### src/include/sot_pkg.sv
package sot_pkg;

	// ----------------------------------------------------------------
	// Request encodings
	// ----------------------------------------------------------------
	typedef enum logic [3:0] {
		OP_SUM,
		OP_DIFFERENCE,
		OP_AND,
		OP_OR,
		OP_COMPARE,
		OP_EXCL_DISJ,
		OP_SIGNED_DIVIDE,
		OP_UNSIGNED_DIVIDE,
		OP_SIGNED_MULTIPLY,
		OP_UNSIGNED_MULTIPLY
	} sot_op_t;

	typedef enum logic [1:0] {SZ_BYTE, SZ_WORD, SZ_LONG} sot_size_t;
	typedef enum logic [1:0] {DEST_ADDR_REG, DEST_DATA_REG, DEST_MEMORY} sot_dest_t;
	typedef enum logic [1:0] {LOOP_CONTINUE, LOOP_TRUE, LOOP_EXPIRED} sot_loop_end_t;
	typedef enum logic [1:0] {EA_OTHER, EA_INDIRECT, EA_POSTINC, EA_PREDEC} sot_ea_mode_t;

	// ----------------------------------------------------------------
	// Widths and entry layout {clocks[15:8], reads[7:4], writes[3:0]}
	// ----------------------------------------------------------------
	localparam int OP_COUNT = 10;
	localparam int CLK_W = 9;
	localparam int BUS_W = 5;
	localparam int ENT_CLK_LSB = 8;
	localparam int ENT_RD_LSB = 4;
	localparam int ENT_WR_LSB = 0;
	localparam logic [15:0] ENT_NONE = 16'h0000;
	localparam logic [15:0] MUL_REG_SRC_ENTRY = 16'h2810;
	localparam logic [8:0] PREDEC_EXTRA_CLK = 9'h002;
	localparam logic [8:0] CNT_RESET = 9'h000;

	// ----------------------------------------------------------------
	// Normal mode: [op][long][dest]
	// ----------------------------------------------------------------
	localparam logic [15:0] NORM_TAB [OP_COUNT][2][3] = '{
		'{'{16'h0810, 16'h0410, 16'h0811}, '{16'h0610, 16'h0610, 16'h0C12}},
		'{'{16'h0810, 16'h0410, 16'h0811}, '{16'h0610, 16'h0610, 16'h0C12}},
		'{'{16'h0000, 16'h0410, 16'h0811}, '{16'h0000, 16'h0610, 16'h0C12}},
		'{'{16'h0000, 16'h0410, 16'h0811}, '{16'h0000, 16'h0610, 16'h0C12}},
		'{'{16'h0610, 16'h0410, 16'h0000}, '{16'h0610, 16'h0610, 16'h0000}},
		'{'{16'h0000, 16'h0410, 16'h0811}, '{16'h0000, 16'h0610, 16'h0C12}},
		'{'{16'h0000, 16'h7A10, 16'h0000}, '{16'h0000, 16'h7A10, 16'h0000}},
		'{'{16'h0000, 16'h6C10, 16'h0000}, '{16'h0000, 16'h6C10, 16'h0000}},
		'{'{16'h0000, 16'h2A10, 16'h0000}, '{16'h0000, 16'h2A10, 16'h0000}},
		'{'{16'h0000, 16'h2A10, 16'h0000}, '{16'h0000, 16'h2A10, 16'h0000}}
	};

	// ----------------------------------------------------------------
	// Loop mode: [op][long][dest][continue, true, expired]
	// ----------------------------------------------------------------
	localparam logic [15:0] LOOP_TAB [OP_COUNT][2][3][3] = '{
		'{'{'{16'h1210, 16'h1830, 16'h1630}, '{16'h1010, 16'h1630, 16'h1430}, '{16'h1011, 16'h1631, 16'h1431}},
			'{'{16'h1620, 16'h1C40, 16'h1A40}, '{16'h1620, 16'h1C40, 16'h1A40}, '{16'h1822, 16'h1E42, 16'h1C42}}},
		'{'{'{16'h1210, 16'h1830, 16'h1630}, '{16'h1010, 16'h1630, 16'h1430}, '{16'h1011, 16'h1631, 16'h1431}},
			'{'{16'h1620, 16'h1C40, 16'h1A40}, '{16'h1420, 16'h1A40, 16'h1840}, '{16'h1822, 16'h1E42, 16'h1C42}}},
		'{'{'{16'h0000, 16'h0000, 16'h0000}, '{16'h1010, 16'h1630, 16'h1430}, '{16'h1011, 16'h1631, 16'h1431}},
			'{'{16'h0000, 16'h0000, 16'h0000}, '{16'h1620, 16'h1C40, 16'h1A40}, '{16'h1822, 16'h1E42, 16'h1C42}}},
		'{'{'{16'h0000, 16'h0000, 16'h0000}, '{16'h1010, 16'h1630, 16'h1430}, '{16'h1010, 16'h1631, 16'h1431}},
			'{'{16'h0000, 16'h0000, 16'h0000}, '{16'h1620, 16'h1C40, 16'h1A40}, '{16'h1822, 16'h1E42, 16'h1C42}}},
		'{'{'{16'h0C10, 16'h1230, 16'h1030}, '{16'h0C10, 16'h1230, 16'h1040}, '{16'h0000, 16'h0000, 16'h0000}},
			'{'{16'h1220, 16'h1840, 16'h1440}, '{16'h1220, 16'h1840, 16'h1440}, '{16'h0000, 16'h0000, 16'h0000}}},
		'{'{'{16'h0000, 16'h0000, 16'h0000}, '{16'h0000, 16'h0000, 16'h0000}, '{16'h1010, 16'h1631, 16'h1431}},
			'{'{16'h0000, 16'h0000, 16'h0000}, '{16'h0000, 16'h0000, 16'h0000}, '{16'h1822, 16'h1E42, 16'h1C42}}},
		'{default: 16'h0000},
		'{default: 16'h0000},
		'{default: 16'h0000},
		'{default: 16'h0000}
	};

endpackage : sot_pkg

### src/hw/sot_countdown.sv
`timescale 1ns/1ps
module sot_countdown
	import sot_pkg::*;
(
	// Clock and reset
	input wire logic clk_i,
	input wire logic rst_i,
	// Load
	input wire logic load_i,
	input wire logic [CLK_W-1:0] load_val_i,
	// Status
	output logic busy_o,
	output logic done_o
);

	logic [CLK_W-1:0] cnt;
	logic [CLK_W-1:0] next_cnt;

	always_comb begin
		if (load_i) begin
			next_cnt = load_val_i;
		end else if (cnt != CNT_RESET) begin
			next_cnt = cnt - 9'h001;
		end else begin
			next_cnt = CNT_RESET;
		end
	end

	always_ff @(posedge clk_i or posedge rst_i) begin
		if (rst_i) begin
			cnt <= CNT_RESET;
		end else begin
			cnt <= next_cnt;
		end
	end

	assign busy_o = (cnt != CNT_RESET);
	assign done_o = (cnt == 9'h001);

	done_single_a: assert property (@(posedge clk_i) disable iff (rst_i)
		done_o |=> !done_o)
		else $error("done pulse longer than one cycle");

endmodule : sot_countdown

### src/hw/sot_timing.sv
`timescale 1ns/1ps
// Functional notes
// Every answer gives total clocks, bus reads and bus writes together.
// Flagged entries add the operand address clocks, reads and writes to each count.
// Counts cover the operation, result write-back and next instruction fetch.
// Immediate forms include operand fetch; they are not timed by this table.
// Sum/difference: data dest 4 or 6 (1/0), memory 8(1/1) or 12(1/2), plus address.
// Into address register: word 8, long 6, one read; compare 6 either size.
// Signed divide 122, unsigned divide 108 clocks, one read, plus address time.
// Multiply takes 42 clocks with one read plus address; 40 variant without.
// Exclusive-or into data register needs data register source: 4 or 6 clocks.
// Loop mode allows indirect, postincrement, predecrement only; predecrement adds two.
// Loop sum into address register: 18 continue, 24 true, 22 expired.
// Loop compare: 12 (1 read) continue, 18 (3 reads) true, 16 expired.
// Address register destinations take word or long size only.
module sot_timing
	import sot_pkg::*;
(
	// Clock and reset
	input wire logic clk_i,
	input wire logic rst_i,
	// Request
	input wire logic req_i,
	input sot_op_t op_i,
	input sot_size_t size_i,
	input sot_dest_t dest_i,
	input wire logic src_data_reg_i,
	input wire logic loop_i,
	input sot_loop_end_t loop_end_i,
	input sot_ea_mode_t ea_mode_i,
	// Operand address calculation counts
	input wire logic [7:0] ea_clk_i,
	input wire logic [3:0] ea_rd_i,
	input wire logic [3:0] ea_wr_i,
	// Answer
	output logic ack_o,
	output logic illegal_o,
	output logic [CLK_W-1:0] clk_cnt_o,
	output logic [BUS_W-1:0] rd_cnt_o,
	output logic [BUS_W-1:0] wr_cnt_o,
	// Execution tracking
	output logic busy_o,
	output logic done_o
);

	// ----------------------------------------------------------------
	// Table lookup
	// ----------------------------------------------------------------
	function automatic logic [15:0] sot_entry(sot_op_t op, logic lng, sot_dest_t dest, logic loop,
		sot_loop_end_t le);
		logic [15:0] e;
		e = ENT_NONE;
		// Out-of-range codes fall back to no entry, hence refused
		// Loop end code only matters in loop mode
		if (op < OP_COUNT && dest <= DEST_MEMORY && (!loop || le <= LOOP_EXPIRED)) begin
			if (loop) begin
				e = LOOP_TAB[op][lng][dest][le];
			end else begin
				e = NORM_TAB[op][lng][dest];
			end
		end
		return e;
	endfunction : sot_entry

	logic accept;
	logic legal;
	logic add_ea;
	logic is_muldiv;
	logic is_mul;
	logic [15:0] ent;
	logic [CLK_W-1:0] sum_clk;
	logic [BUS_W-1:0] sum_rd;
	logic [BUS_W-1:0] sum_wr;
	logic next_ack;
	logic next_illegal;
	logic [CLK_W-1:0] next_clk_cnt;
	logic [BUS_W-1:0] next_rd_cnt;
	logic [BUS_W-1:0] next_wr_cnt;

	// Only one instruction timed at a time; requests while busy are dropped
	assign accept = req_i && !busy_o;

	always_comb begin
		is_mul = (op_i == OP_SIGNED_MULTIPLY) || (op_i == OP_UNSIGNED_MULTIPLY);
		is_muldiv = is_mul || (op_i == OP_SIGNED_DIVIDE) || (op_i == OP_UNSIGNED_DIVIDE);
		ent = sot_entry(op_i, size_i == SZ_LONG, dest_i, loop_i, loop_end_i);
		add_ea = !loop_i;
		// Flat 40 variant exists only into a data register
		if (!loop_i && is_mul && src_data_reg_i && dest_i == DEST_DATA_REG) begin
			ent = MUL_REG_SRC_ENTRY;
			add_ea = 1'b0;
		end
		if (op_i == OP_EXCL_DISJ && dest_i == DEST_DATA_REG) begin
			add_ea = 1'b0;
		end
		// Immediate forms are not in this set, so no code maps to them
		legal = (ent != ENT_NONE);
		if (!(size_i inside {SZ_BYTE, SZ_WORD, SZ_LONG})) begin
			legal = 1'b0;
		end
		if (dest_i == DEST_ADDR_REG && size_i == SZ_BYTE) begin
			legal = 1'b0;
		end
		if (op_i == OP_EXCL_DISJ && dest_i == DEST_DATA_REG && !src_data_reg_i) begin
			legal = 1'b0;
		end
		if (is_muldiv && size_i != SZ_WORD) begin
			legal = 1'b0;
		end
		if (loop_i && ea_mode_i == EA_OTHER) begin
			legal = 1'b0;
		end
		// Base counts already cover operate, write back and next fetch
		sum_clk = {1'b0, ent[ENT_CLK_LSB +: 8]};
		sum_rd = {1'b0, ent[ENT_RD_LSB +: 4]};
		sum_wr = {1'b0, ent[ENT_WR_LSB +: 4]};
		if (add_ea) begin
			sum_clk = sum_clk + {1'b0, ea_clk_i};
			sum_rd = sum_rd + {1'b0, ea_rd_i};
			sum_wr = sum_wr + {1'b0, ea_wr_i};
		end
		if (loop_i && ea_mode_i == EA_PREDEC) begin
			sum_clk = sum_clk + PREDEC_EXTRA_CLK;
		end
	end

	// ----------------------------------------------------------------
	// Answer registers
	// ----------------------------------------------------------------
	always_comb begin
		next_ack = accept;
		next_illegal = illegal_o;
		next_clk_cnt = clk_cnt_o;
		next_rd_cnt = rd_cnt_o;
		next_wr_cnt = wr_cnt_o;
		if (accept) begin
			next_illegal = !legal;
			// Refused requests report zero rather than a stale figure
			next_clk_cnt = legal ? sum_clk : CNT_RESET;
			next_rd_cnt = legal ? sum_rd : 5'h00;
			next_wr_cnt = legal ? sum_wr : 5'h00;
		end
	end

	always_ff @(posedge clk_i or posedge rst_i) begin
		if (rst_i) begin
			ack_o <= 1'b0;
			illegal_o <= 1'b0;
			clk_cnt_o <= CNT_RESET;
			rd_cnt_o <= 5'h00;
			wr_cnt_o <= 5'h00;
		end else begin
			ack_o <= next_ack;
			illegal_o <= next_illegal;
			clk_cnt_o <= next_clk_cnt;
			rd_cnt_o <= next_rd_cnt;
			wr_cnt_o <= next_wr_cnt;
		end
	end

	// ----------------------------------------------------------------
	// Execution time tracker
	// ----------------------------------------------------------------
	sot_countdown u_countdown (
		.clk_i(clk_i),
		.rst_i(rst_i),
		.load_i(accept && legal),
		.load_val_i(sum_clk),
		.busy_o(busy_o),
		.done_o(done_o)
	);

	ack_follows_req_a: assert property (@(posedge clk_i) disable iff (rst_i)
		accept |=> ack_o && (illegal_o || clk_cnt_o != CNT_RESET))
		else $error("accepted request not answered with counts");

	addr_byte_refused_a: assert property (@(posedge clk_i) disable iff (rst_i)
		accept && dest_i == DEST_ADDR_REG && size_i == SZ_BYTE |=> illegal_o)
		else $error("byte size into address register accepted");

	sum_data_word_a: assert property (@(posedge clk_i) disable iff (rst_i)
		accept && op_i == OP_SUM && !loop_i && dest_i == DEST_DATA_REG && size_i == SZ_WORD
		|=> clk_cnt_o == 9'(9'h004 + $past(ea_clk_i)) && rd_cnt_o == 5'(5'h01 + $past(ea_rd_i))
		&& wr_cnt_o == 5'($past(ea_wr_i)))
		else $error("word sum into data register miscounted");

	sum_addr_word_a: assert property (@(posedge clk_i) disable iff (rst_i)
		accept && op_i == OP_SUM && !loop_i && dest_i == DEST_ADDR_REG && size_i == SZ_WORD
		|=> clk_cnt_o == 9'(9'h008 + $past(ea_clk_i)))
		else $error("word sum into address register miscounted");

	divide_time_a: assert property (@(posedge clk_i) disable iff (rst_i)
		accept && op_i == OP_SIGNED_DIVIDE && !loop_i && dest_i == DEST_DATA_REG && size_i == SZ_WORD
		|=> clk_cnt_o == 9'(9'h07A + $past(ea_clk_i)) && !illegal_o)
		else $error("signed divide miscounted");

	multiply_time_a: assert property (@(posedge clk_i) disable iff (rst_i)
		accept && is_mul && !loop_i && dest_i == DEST_DATA_REG && size_i == SZ_WORD
		|=> clk_cnt_o == ($past(src_data_reg_i) ? 9'h028 : 9'(9'h02A + $past(ea_clk_i))))
		else $error("multiply miscounted");

	excl_source_a: assert property (@(posedge clk_i) disable iff (rst_i)
		accept && op_i == OP_EXCL_DISJ && dest_i == DEST_DATA_REG && !src_data_reg_i |=> illegal_o)
		else $error("exclusive-or from non data register accepted");

	loop_mode_ea_a: assert property (@(posedge clk_i) disable iff (rst_i)
		accept && loop_i && ea_mode_i == EA_OTHER |=> illegal_o ##1 !busy_o)
		else $error("loop mode accepted unsupported addressing");

	loop_sum_addr_a: assert property (@(posedge clk_i) disable iff (rst_i)
		accept && loop_i && op_i == OP_SUM && dest_i == DEST_ADDR_REG && size_i == SZ_WORD
		&& ea_mode_i == EA_PREDEC && loop_end_i == LOOP_TRUE |=> clk_cnt_o == 9'h01A)
		else $error("loop sum into address register miscounted");

	loop_compare_a: assert property (@(posedge clk_i) disable iff (rst_i)
		accept && loop_i && op_i == OP_COMPARE && dest_i == DEST_DATA_REG && size_i == SZ_BYTE
		&& ea_mode_i == EA_INDIRECT && loop_end_i == LOOP_TRUE |=> clk_cnt_o == 9'h012 && rd_cnt_o == 5'h03)
		else $error("loop compare miscounted");

	busy_span_a: assert property (@(posedge clk_i) disable iff (rst_i)
		ack_o && !illegal_o && clk_cnt_o == 9'h004 |-> busy_o [*4] ##1 !busy_o)
		else $error("busy span differs from clock count");

endmodule : sot_timing

### config.mk
export PLATFORM = sky130hd
export DESIGN_NAME = sot_timing
export DESIGN_NICKNAME = d
export VERILOG_FILES = /design/src/include/sot_pkg.sv /design/src/hw/sot_countdown.sv /design/src/hw/sot_timing.sv
export SDC_FILE = /design/constraint.sdc
export NUM_CORES = 1
export LEC_CHECK = 0
export ABC_AREA = 1
export BUFFER_PORTS_ARGS = -buffer_cell sky130_fd_sc_hd__buf_2
export CAP_MARGIN = 10
export CORE_ASPECT_RATIO = 1.2
export CORE_MARGIN = 4
export CORE_UTILIZATION = 39
export DETAILED_ROUTE_END_ITERATION = 12
export PLACE_DENSITY = 0.67
export SYNTH_ARGS = -nofsm -noshare
export SYNTH_HDL_FRONTEND = slang
export SYNTH_HIERARCHICAL = 1
export SYNTH_SLANG_ARGS = --single-unit
### constraint.sdc
create_clock -name clk_i -period 3.35 [get_ports clk_i]
set_clock_uncertainty 0.2 [all_clocks]
set_input_delay 0.67 -clock clk_i [delete_from_list [all_inputs] [get_ports clk_i]]
set_output_delay 0.67 -clock clk_i [all_outputs]
set_load 0.01 [all_outputs]
==> impl_results.md, run 1 <==
- Crit path cell chain: buf_2 > buf_4 > nand2_2 > nand2_1 > nand2_2 > a21oi_1 > nand3_1 > nand2_1 > nand2_1 > nand2_2 > and2_1 > ha_2 > fa_1 > buf_4 > xor2_1 > nand2_1 > nand2_1 > nand4_1 > and2_1 > nand2_1 > o21ai_2
- Critical Path Max Stage Delay: 0.41 ns
- Number of global-route vias before repair: 3272
- RSZ-0062 raised after global routing: true
- Crit path depth: 21
- Worst R2R Path Depth: 13
- Layout area overhead: 35.2%
- HP Class: input pin to asynchronous set/reset pin
- Post-Syn Nets: 510
- Worst-path clk slew: 0.06 ns
- Residual DRC: 0
- TritonCTS buffer count: 5
- RD Place Congestion: 0.922
- Hold Buf Count CTS: 0
- # clock sinks: 30
- Die H: 105 um
- Crit Path Class: input pin to register
- Fillers: between 700 and 800
- Seq/Total Area, Yosys: 24.6%
- Crit-path slowest cell: fa_1
- Die area: 9320 um^2
- I/O pin cnt: 56
- CTS H-tree depth: 2
- Post-synth ARST share: 100%
- CTS tree: done
- PnR worst setup slack: 0.132 ns
- Multi-input gate area: 2110 um^2
- Layout cells sized above 1: 36.8%
- Register bit total from synthesis: 30
- CP top delay family: simple AND/OR/NAND/NOR gates
- Max-slew violation count: 0
- Avg Cell Area, Syn: between 6 and 7 um^2
- Final nets: 633
- Period utilisation layout: 96.1%
- DP HPWL: 7430 um
- Least-Margin Pin Slew: 0.835 ns
- Number of flops mapped to enable cells by yosys: 0
- Most common library cells after synthesis: 145 x nand2_1, 51 x inv_1, 43 x nor2_1, 35 x nand3_1, 30 x dfrtp_1
- Max clock buf depth: 2
- Final Hold Fails: 0
- Initial DRC Count: 117
- Relative slew slack: between 40% and 50%
- Outcome: finished, final reports clean
- Bufs and invs on worst path: 3
- Total track usage: 19.6%
- # diodes: 0
- Register area: 751 um^2
- DP Worst Slack: -0.347 ns
- Synth top area share: 24.6%
- Crit path launch type: input pin
- Port bufs: 55
- Period minus WS final: 3.22 ns
- CP Capture Type: register
- CP max FO: 5
- Pwr Density: 382 nW/um^2
- Rows: 35
- First-pass GRT wire length: 14800 um
- Cells after Synth: 460
- Initial DRT Pass Iterations: 4
- Synth top area cells: dfrtp_1 25%, nand2_1 18%, inv_1 6.3%, ha_1 5.7%, nand3_1 5.7%
- Worst-Skew Late Latency: 0.28 ns
- Fmax: 311 MHz
- Initial Util: 39.9%
- Synth cell types: 42
- Cell leakage power: about 2.3 nW
- Total gr overflow: 0
- Vias: 3346
- Routed WL: about 8800 um
- Critical path's most frequent cell: nand2_1
- Synthesis Warnings: 6
- Final ANT Viol Nets: 0
- R2R Setup Slk: roughly 0.43 ns
- Vias per cell: 4.95
- Routed WL per cell: 13.1 um
- Worst hold slack: 0.154 ns
- CP required: 3.32 ns
- Reg-to-Reg Start: u_countdown/cnt[0]$_DFF_PP0_
- CORE AREA: 7660 um^2
- Synth Flop Type: dfrtp_1
- Terminus of the critical flop-to-flop path: u_countdown/cnt[4]$_DFF_PP0_
- CTS Root Cell: clkbuf_8
- VDD IR-drop max: 0.348 mV
- Largest area contributor in the netlist: dfrtp_1
- Synth Cell Area: 3060 um^2
- Most common cell in the netlist: nand2_1
- Max-Cap Viols: 0
- Largest net degree at the start of global routing: 22
- Initial antenna violation count: 0
- Final setup fails: 0
- Worst path arrival time: around 3.2 ns
- Die Span X: 88.8 um
## state kept, by name, summed over array words and instances, names as in the netlist
| name | cells |
|---|---|
| u_countdown/cnt | 9 |
| illegal_o | 1 |
| wr_cnt_o | 5 |
| ack_o | 1 |
| rd_cnt_o | 5 |
| clk_cnt_o | 9 |
## worst max-delay path by stage
stage | from | end | slack [ns]
floorplan | dest_i[0] | u_countdown/cnt[3]$_DFF_PP0_ | 0.17
global placement | op_i[1] | clk_cnt_o[2]$_DFFE_PP0P_ | -0.31
detailed placement | op_i[1] | clk_cnt_o[2]$_DFFE_PP0P_ | -0.35
CTS | op_i[1] | clk_cnt_o[2]$_DFFE_PP0P_ | 0.02
global route | op_i[1] | u_countdown/cnt[3]$_DFF_PP0_ | -0.07
finish | op_i[0] | u_countdown/cnt[4]$_DFF_PP0_ | 0.13
## area by class of cell
type / instances / area share, %
Sequential cell: 30 / 18.2
Tap cell: 92 / 2.79
Inverter: 64 / 6.06
Clock inverter: 1 / 0.121
Timing Repair Buffer: 126 / 19.8
Multi-Input combinational cell: 356 / 51.0
Clock buffer: 7 / 2.09
## power by group
| group | internal (mW) | switching (mW) | leakage, nW |
|---|---|---|---|
| Clock | 0.165 | 0.133 | 0.0482 |
| Combinational | 0.332 | 0.416 | 1.87 |
| Sequential | 0.457 | 0.0730 | 0.398 |
## metal layers
metal	vias to the layer above	wire (um)	track usage, %
met5	-	0	0
met2	91	4630	35.0
met1	1528	3680	24.4
met3	14	355	1.74
li1	1713	-	-
met4	0	176	5.62
## logic make-up after synthesis
family	Yosys count	synth area share, %
AOI/OAI and AO/OA	57	12.9
xor gates and xnor gates	8	2.54
adders and majority gates	17	7.70
buffers and inverters	74	10.2
DFF	30	24.6
and+or+nand+nor	274	42.1
## cells in the final DEF, fill, tap and decap left out, drive strengths merged
cell       n
nand2    162
buf      126
inv       63
nor2      51
o21ai     38
nand3     37
dfrtp     30
ha        14
a21oi     11
nand4     10
clkbuf     7
xor2       6
and2       4
nor3       4
fa         3
a31oi      2
nor4       2
xnor2      2
nand3b     2
clkinv     2
a2111oi    1
nor3b      1
a211oi     1
a32oi      1
o2111ai    1
o21bai     1
a21boi     1
or2        1
## stage by stage
stage	instances	util (%)	setup TNS, ns	cell area, um^2	power, mW
2_1_floorplan	460	-	0	3060	1.00
3_3_place_gp	662	50.4	-1.94	3870	1.23
3_5_place_dp	662	50.4	-2.27	3870	1.25
4_1_cts	670	51.7	0	3960	1.55
5_1_grt	676	53.9	-0.354	4130	1.71
6_report	676	53.9	0	4130	1.58
## timing repair
item / 4_1_cts / 5_1_grt
cloned: 0 / 0
setup buffers: 0 / 6
pin swaps: 0 / 14
setup endpoints to repair: 3 / 14
gates resized for setup: 1 / 33
Power figures use the tool's default switching activity.
==> run 2: changes to the inputs <==
--- a/config.mk
+++ b/config.mk
@@ -12,6 +12,7 @@
 export CORE_MARGIN = 4
 export CORE_UTILIZATION = 39
 export DETAILED_ROUTE_END_ITERATION = 12
+export GPL_TIMING_DRIVEN = 0
 export PLACE_DENSITY = 0.67
 export SYNTH_ARGS = -nofsm -noshare
 export SYNTH_HDL_FRONTEND = slang
==> impl_results.md, run 2 (synthesized netlist as in run 1, its figures left out) <==
- Initial DRC Count: 117 (unchanged)
- Die H: 105 um (unchanged)
- Initial antenna violation count: 0 (unchanged)
- Vias: 3123 (-6.7%)
- Relative slew slack: 46.0% (+1.7 points)
- Clock share of power: 18.8% (about the same)
- Placed cell area: 3430 um^2 (-11%)
- Least-Margin Pin Slew: 0.809 ns (-0.0258 ns)
- Logic gate share of total power: 46.1% (-1.3 points)
- Vias per cell: 5.03 (+1.6%)
- Max-Cap Viols: 0 (unchanged)
- RD Place Congestion: 0.938 (+1.7%)
- Sequential Power Share: 35.1% (+1.5 points)
- Total gr overflow: 0 (unchanged)
- I/O pin cnt: 56 (unchanged)
- Final ANT Viol Nets: 0 (unchanged)
- VDD IR-drop max: 0.313 mV (-10%)
- Outcome: finished, final reports clean
- P_int: 0.904 mW (-5.3%)
- Worst path arrival time: 3.24 ns (+0.06 ns)
- Crit Path Class: input pin to register
- Die area: 9320 um^2 (unchanged)
- Final setup fails: 0 (unchanged)
- CTS tree: done
- Die Span X: 88.8 um (unchanged)
- Final nets: 580 (-8.4%)
- Initial Util: 39.9% (unchanged)
- Finished layout cell area: 3750 um^2 (-9.2%)
- Most frequent cells in the layout: 137 x nand2_1, 53 x buf_2, 48 x inv_1
- Total track usage: 17.9% (-1.7 points)
- Commonest non-fill, non-tap cell in the layout: nand2_1
- Pwr Density: 401 nW/um^2 (+5.2%)
- Worst hold slack: 0.161 ns (+0.00689 ns)
- HP Class: input pin to asynchronous set/reset pin
- CORE AREA: 7660 um^2 (unchanged)
- # diodes: 0 (unchanged)
- Max clock buf depth: 2 (unchanged)
- TritonCTS buffer count: 5 (unchanged)
- Layout area overhead: 22.8%
- Top Registers: clk_cnt_o (9), u_countdown/cnt (9)
- Initial DRT Pass Iterations: 4 (unchanged)
- Crit path launch type: input pin
- Final Hold Fails: 0 (unchanged)
- CP max FO: 7 (+2)
- RSZ-0062 raised after global routing: true
- Period utilisation layout: 96.6% (+0.56 points)
- Routed WL per cell: 13.5 um (+3.3%)
- Max-slew violation count: 0 (unchanged)
- Rows: 35 (unchanged)
- Port bufs: 52 (-5.5%)
- First-pass GRT wire length: 13600 um (-8.4%)
- Layout cells sized above 1: 31.4% (-5.4 points)
- Worst-path clk slew: 0.06 ns (about the same)
- CTS Root Cell: clkbuf_8
- Worst-Skew Late Latency: 0.28 ns (about the same)
- Fmax: 309 MHz (-0.58%)
- Largest net degree at the start of global routing: 22 (unchanged)
- Cell leakage power: 2.04 nW (-12%)
- CTS H-tree depth: 2 (unchanged)
- # clock sinks: 30 (unchanged)
- Number of global-route vias before repair: 3027 (-7.5%)
- Residual DRC: 0 (unchanged)
- CP Capture Type: register
- CP required: 3.36 ns (+0.04 ns)
- Routed WL: 8390 um (-5.1%)
- DP HPWL: 6550 um (-12%)
- Psw: 0.602 mW (-3.3%)
- Period minus WS final: 3.24 ns (+0.0187 ns)
- Net Sw Frac: 40.0% (+0.50 points)
- R2R Setup Slk: 0.27 ns (-0.16 ns)
-- run 2: changes by cell type in the layout (fill, tap and decap cells not counted), sizes merged --
cell and change:
clkinv -1, buf -57, clkbuf +3
-- run 2: cell type report --
type | count | area [um^2]
Buffer | 10 | 75.1
Timing Repair Buffer | 63 | 345
Tap cell | 92 | 115
Sequential cell | 30 | 751
Multi-Input combinational cell | 356 | 2130
Clock buffer | 6 | 82.6
Fill cell | 794 | 3910
Inverter | 64 | 253
-- run 2: final timing paths --
check                                                  start                            to  cells after the start
max in group asynchronous                              rst_i       rd_cnt_o[0]$_DFFE_PP0P_                      2
worst max-delay path                               size_i[1]  u_countdown/cnt[2]$_DFF_PP0_                     20
worst min register to register      clk_cnt_o[0]$_DFFE_PP0P_      clk_cnt_o[0]$_DFFE_PP0P_                      2
worst min-delay path                                   rst_i  u_countdown/cnt[5]$_DFF_PP0_                      2
worst max register to register  u_countdown/cnt[0]$_DFF_PP0_  u_countdown/cnt[5]$_DFF_PP0_                     14
min in group clk_i                  clk_cnt_o[0]$_DFFE_PP0P_      clk_cnt_o[0]$_DFFE_PP0P_                      2
-- run 2: metrics by stage --
step           util, %  setup slack (ns)  std cells  TNS (ns)  total power, mW
2_1_floorplan        -             0.174        460         0             1.00
3_3_place_gp      44.8            -0.324        604     -2.91             1.16
3_5_place_dp      44.8            -0.332        604     -3.11             1.18
4_1_cts           46.0            0.0228        610         0             1.47
5_1_grt           48.9           -0.0303        621   -0.0657             1.62
6_report          48.9             0.113        621         0             1.51
-- run 2: routing by layer --
| layer | vias up | GRT usage [%] | wire [um] |
|---|---|---|---|
| met5 | - | 0 | 0 |
| met4 | 0 | 5.83 | 129 |
| met3 | 7 | 2.13 | 488 |
| met2 | 96 | 31.5 | 4250 |
| met1 | 1407 | 22.1 | 3520 |
| li1 | 1613 | - | - |
-- run 2: repair_timing --
| item | in CTS | in global routing |
|---|---|---|
| buffers inserted | 0 | 11 |
| hold buffers | 0 | 0 |
| resized for setup | 3 | 46 |
| pin swaps | 0 | 16 |
| setup endpoints to repair | 5 | 13 |
-- run 2: critical path, cell delays in order --
cell     delay (ns)
buf_2          0.08
inv_2          0.05
nor2_4         0.22
buf_6          0.17
nand2_2        0.04
o21ai_1        0.12
nand3_1        0.09
nand2_1        0.11
nand2_1        0.06
nand2_1        0.08
and2_4         0.15
ha_4           0.14
fa_2           0.42
nand2_2        0.09
nand2_2        0.07
ha_4           0.27
nor2_2         0.04
a31oi_2        0.20
nand2_1        0.10
o21ai_2        0.07
-- run 2: power groups by stage --
stage               clock (mW)  sequential (mW)  combinational, mW
floorplan                    0            0.543              0.459
global placement             0            0.532              0.628
detailed placement           0            0.537              0.638
CTS                      0.292            0.531              0.645
global route             0.300            0.542              0.777
finish                   0.282            0.529              0.694
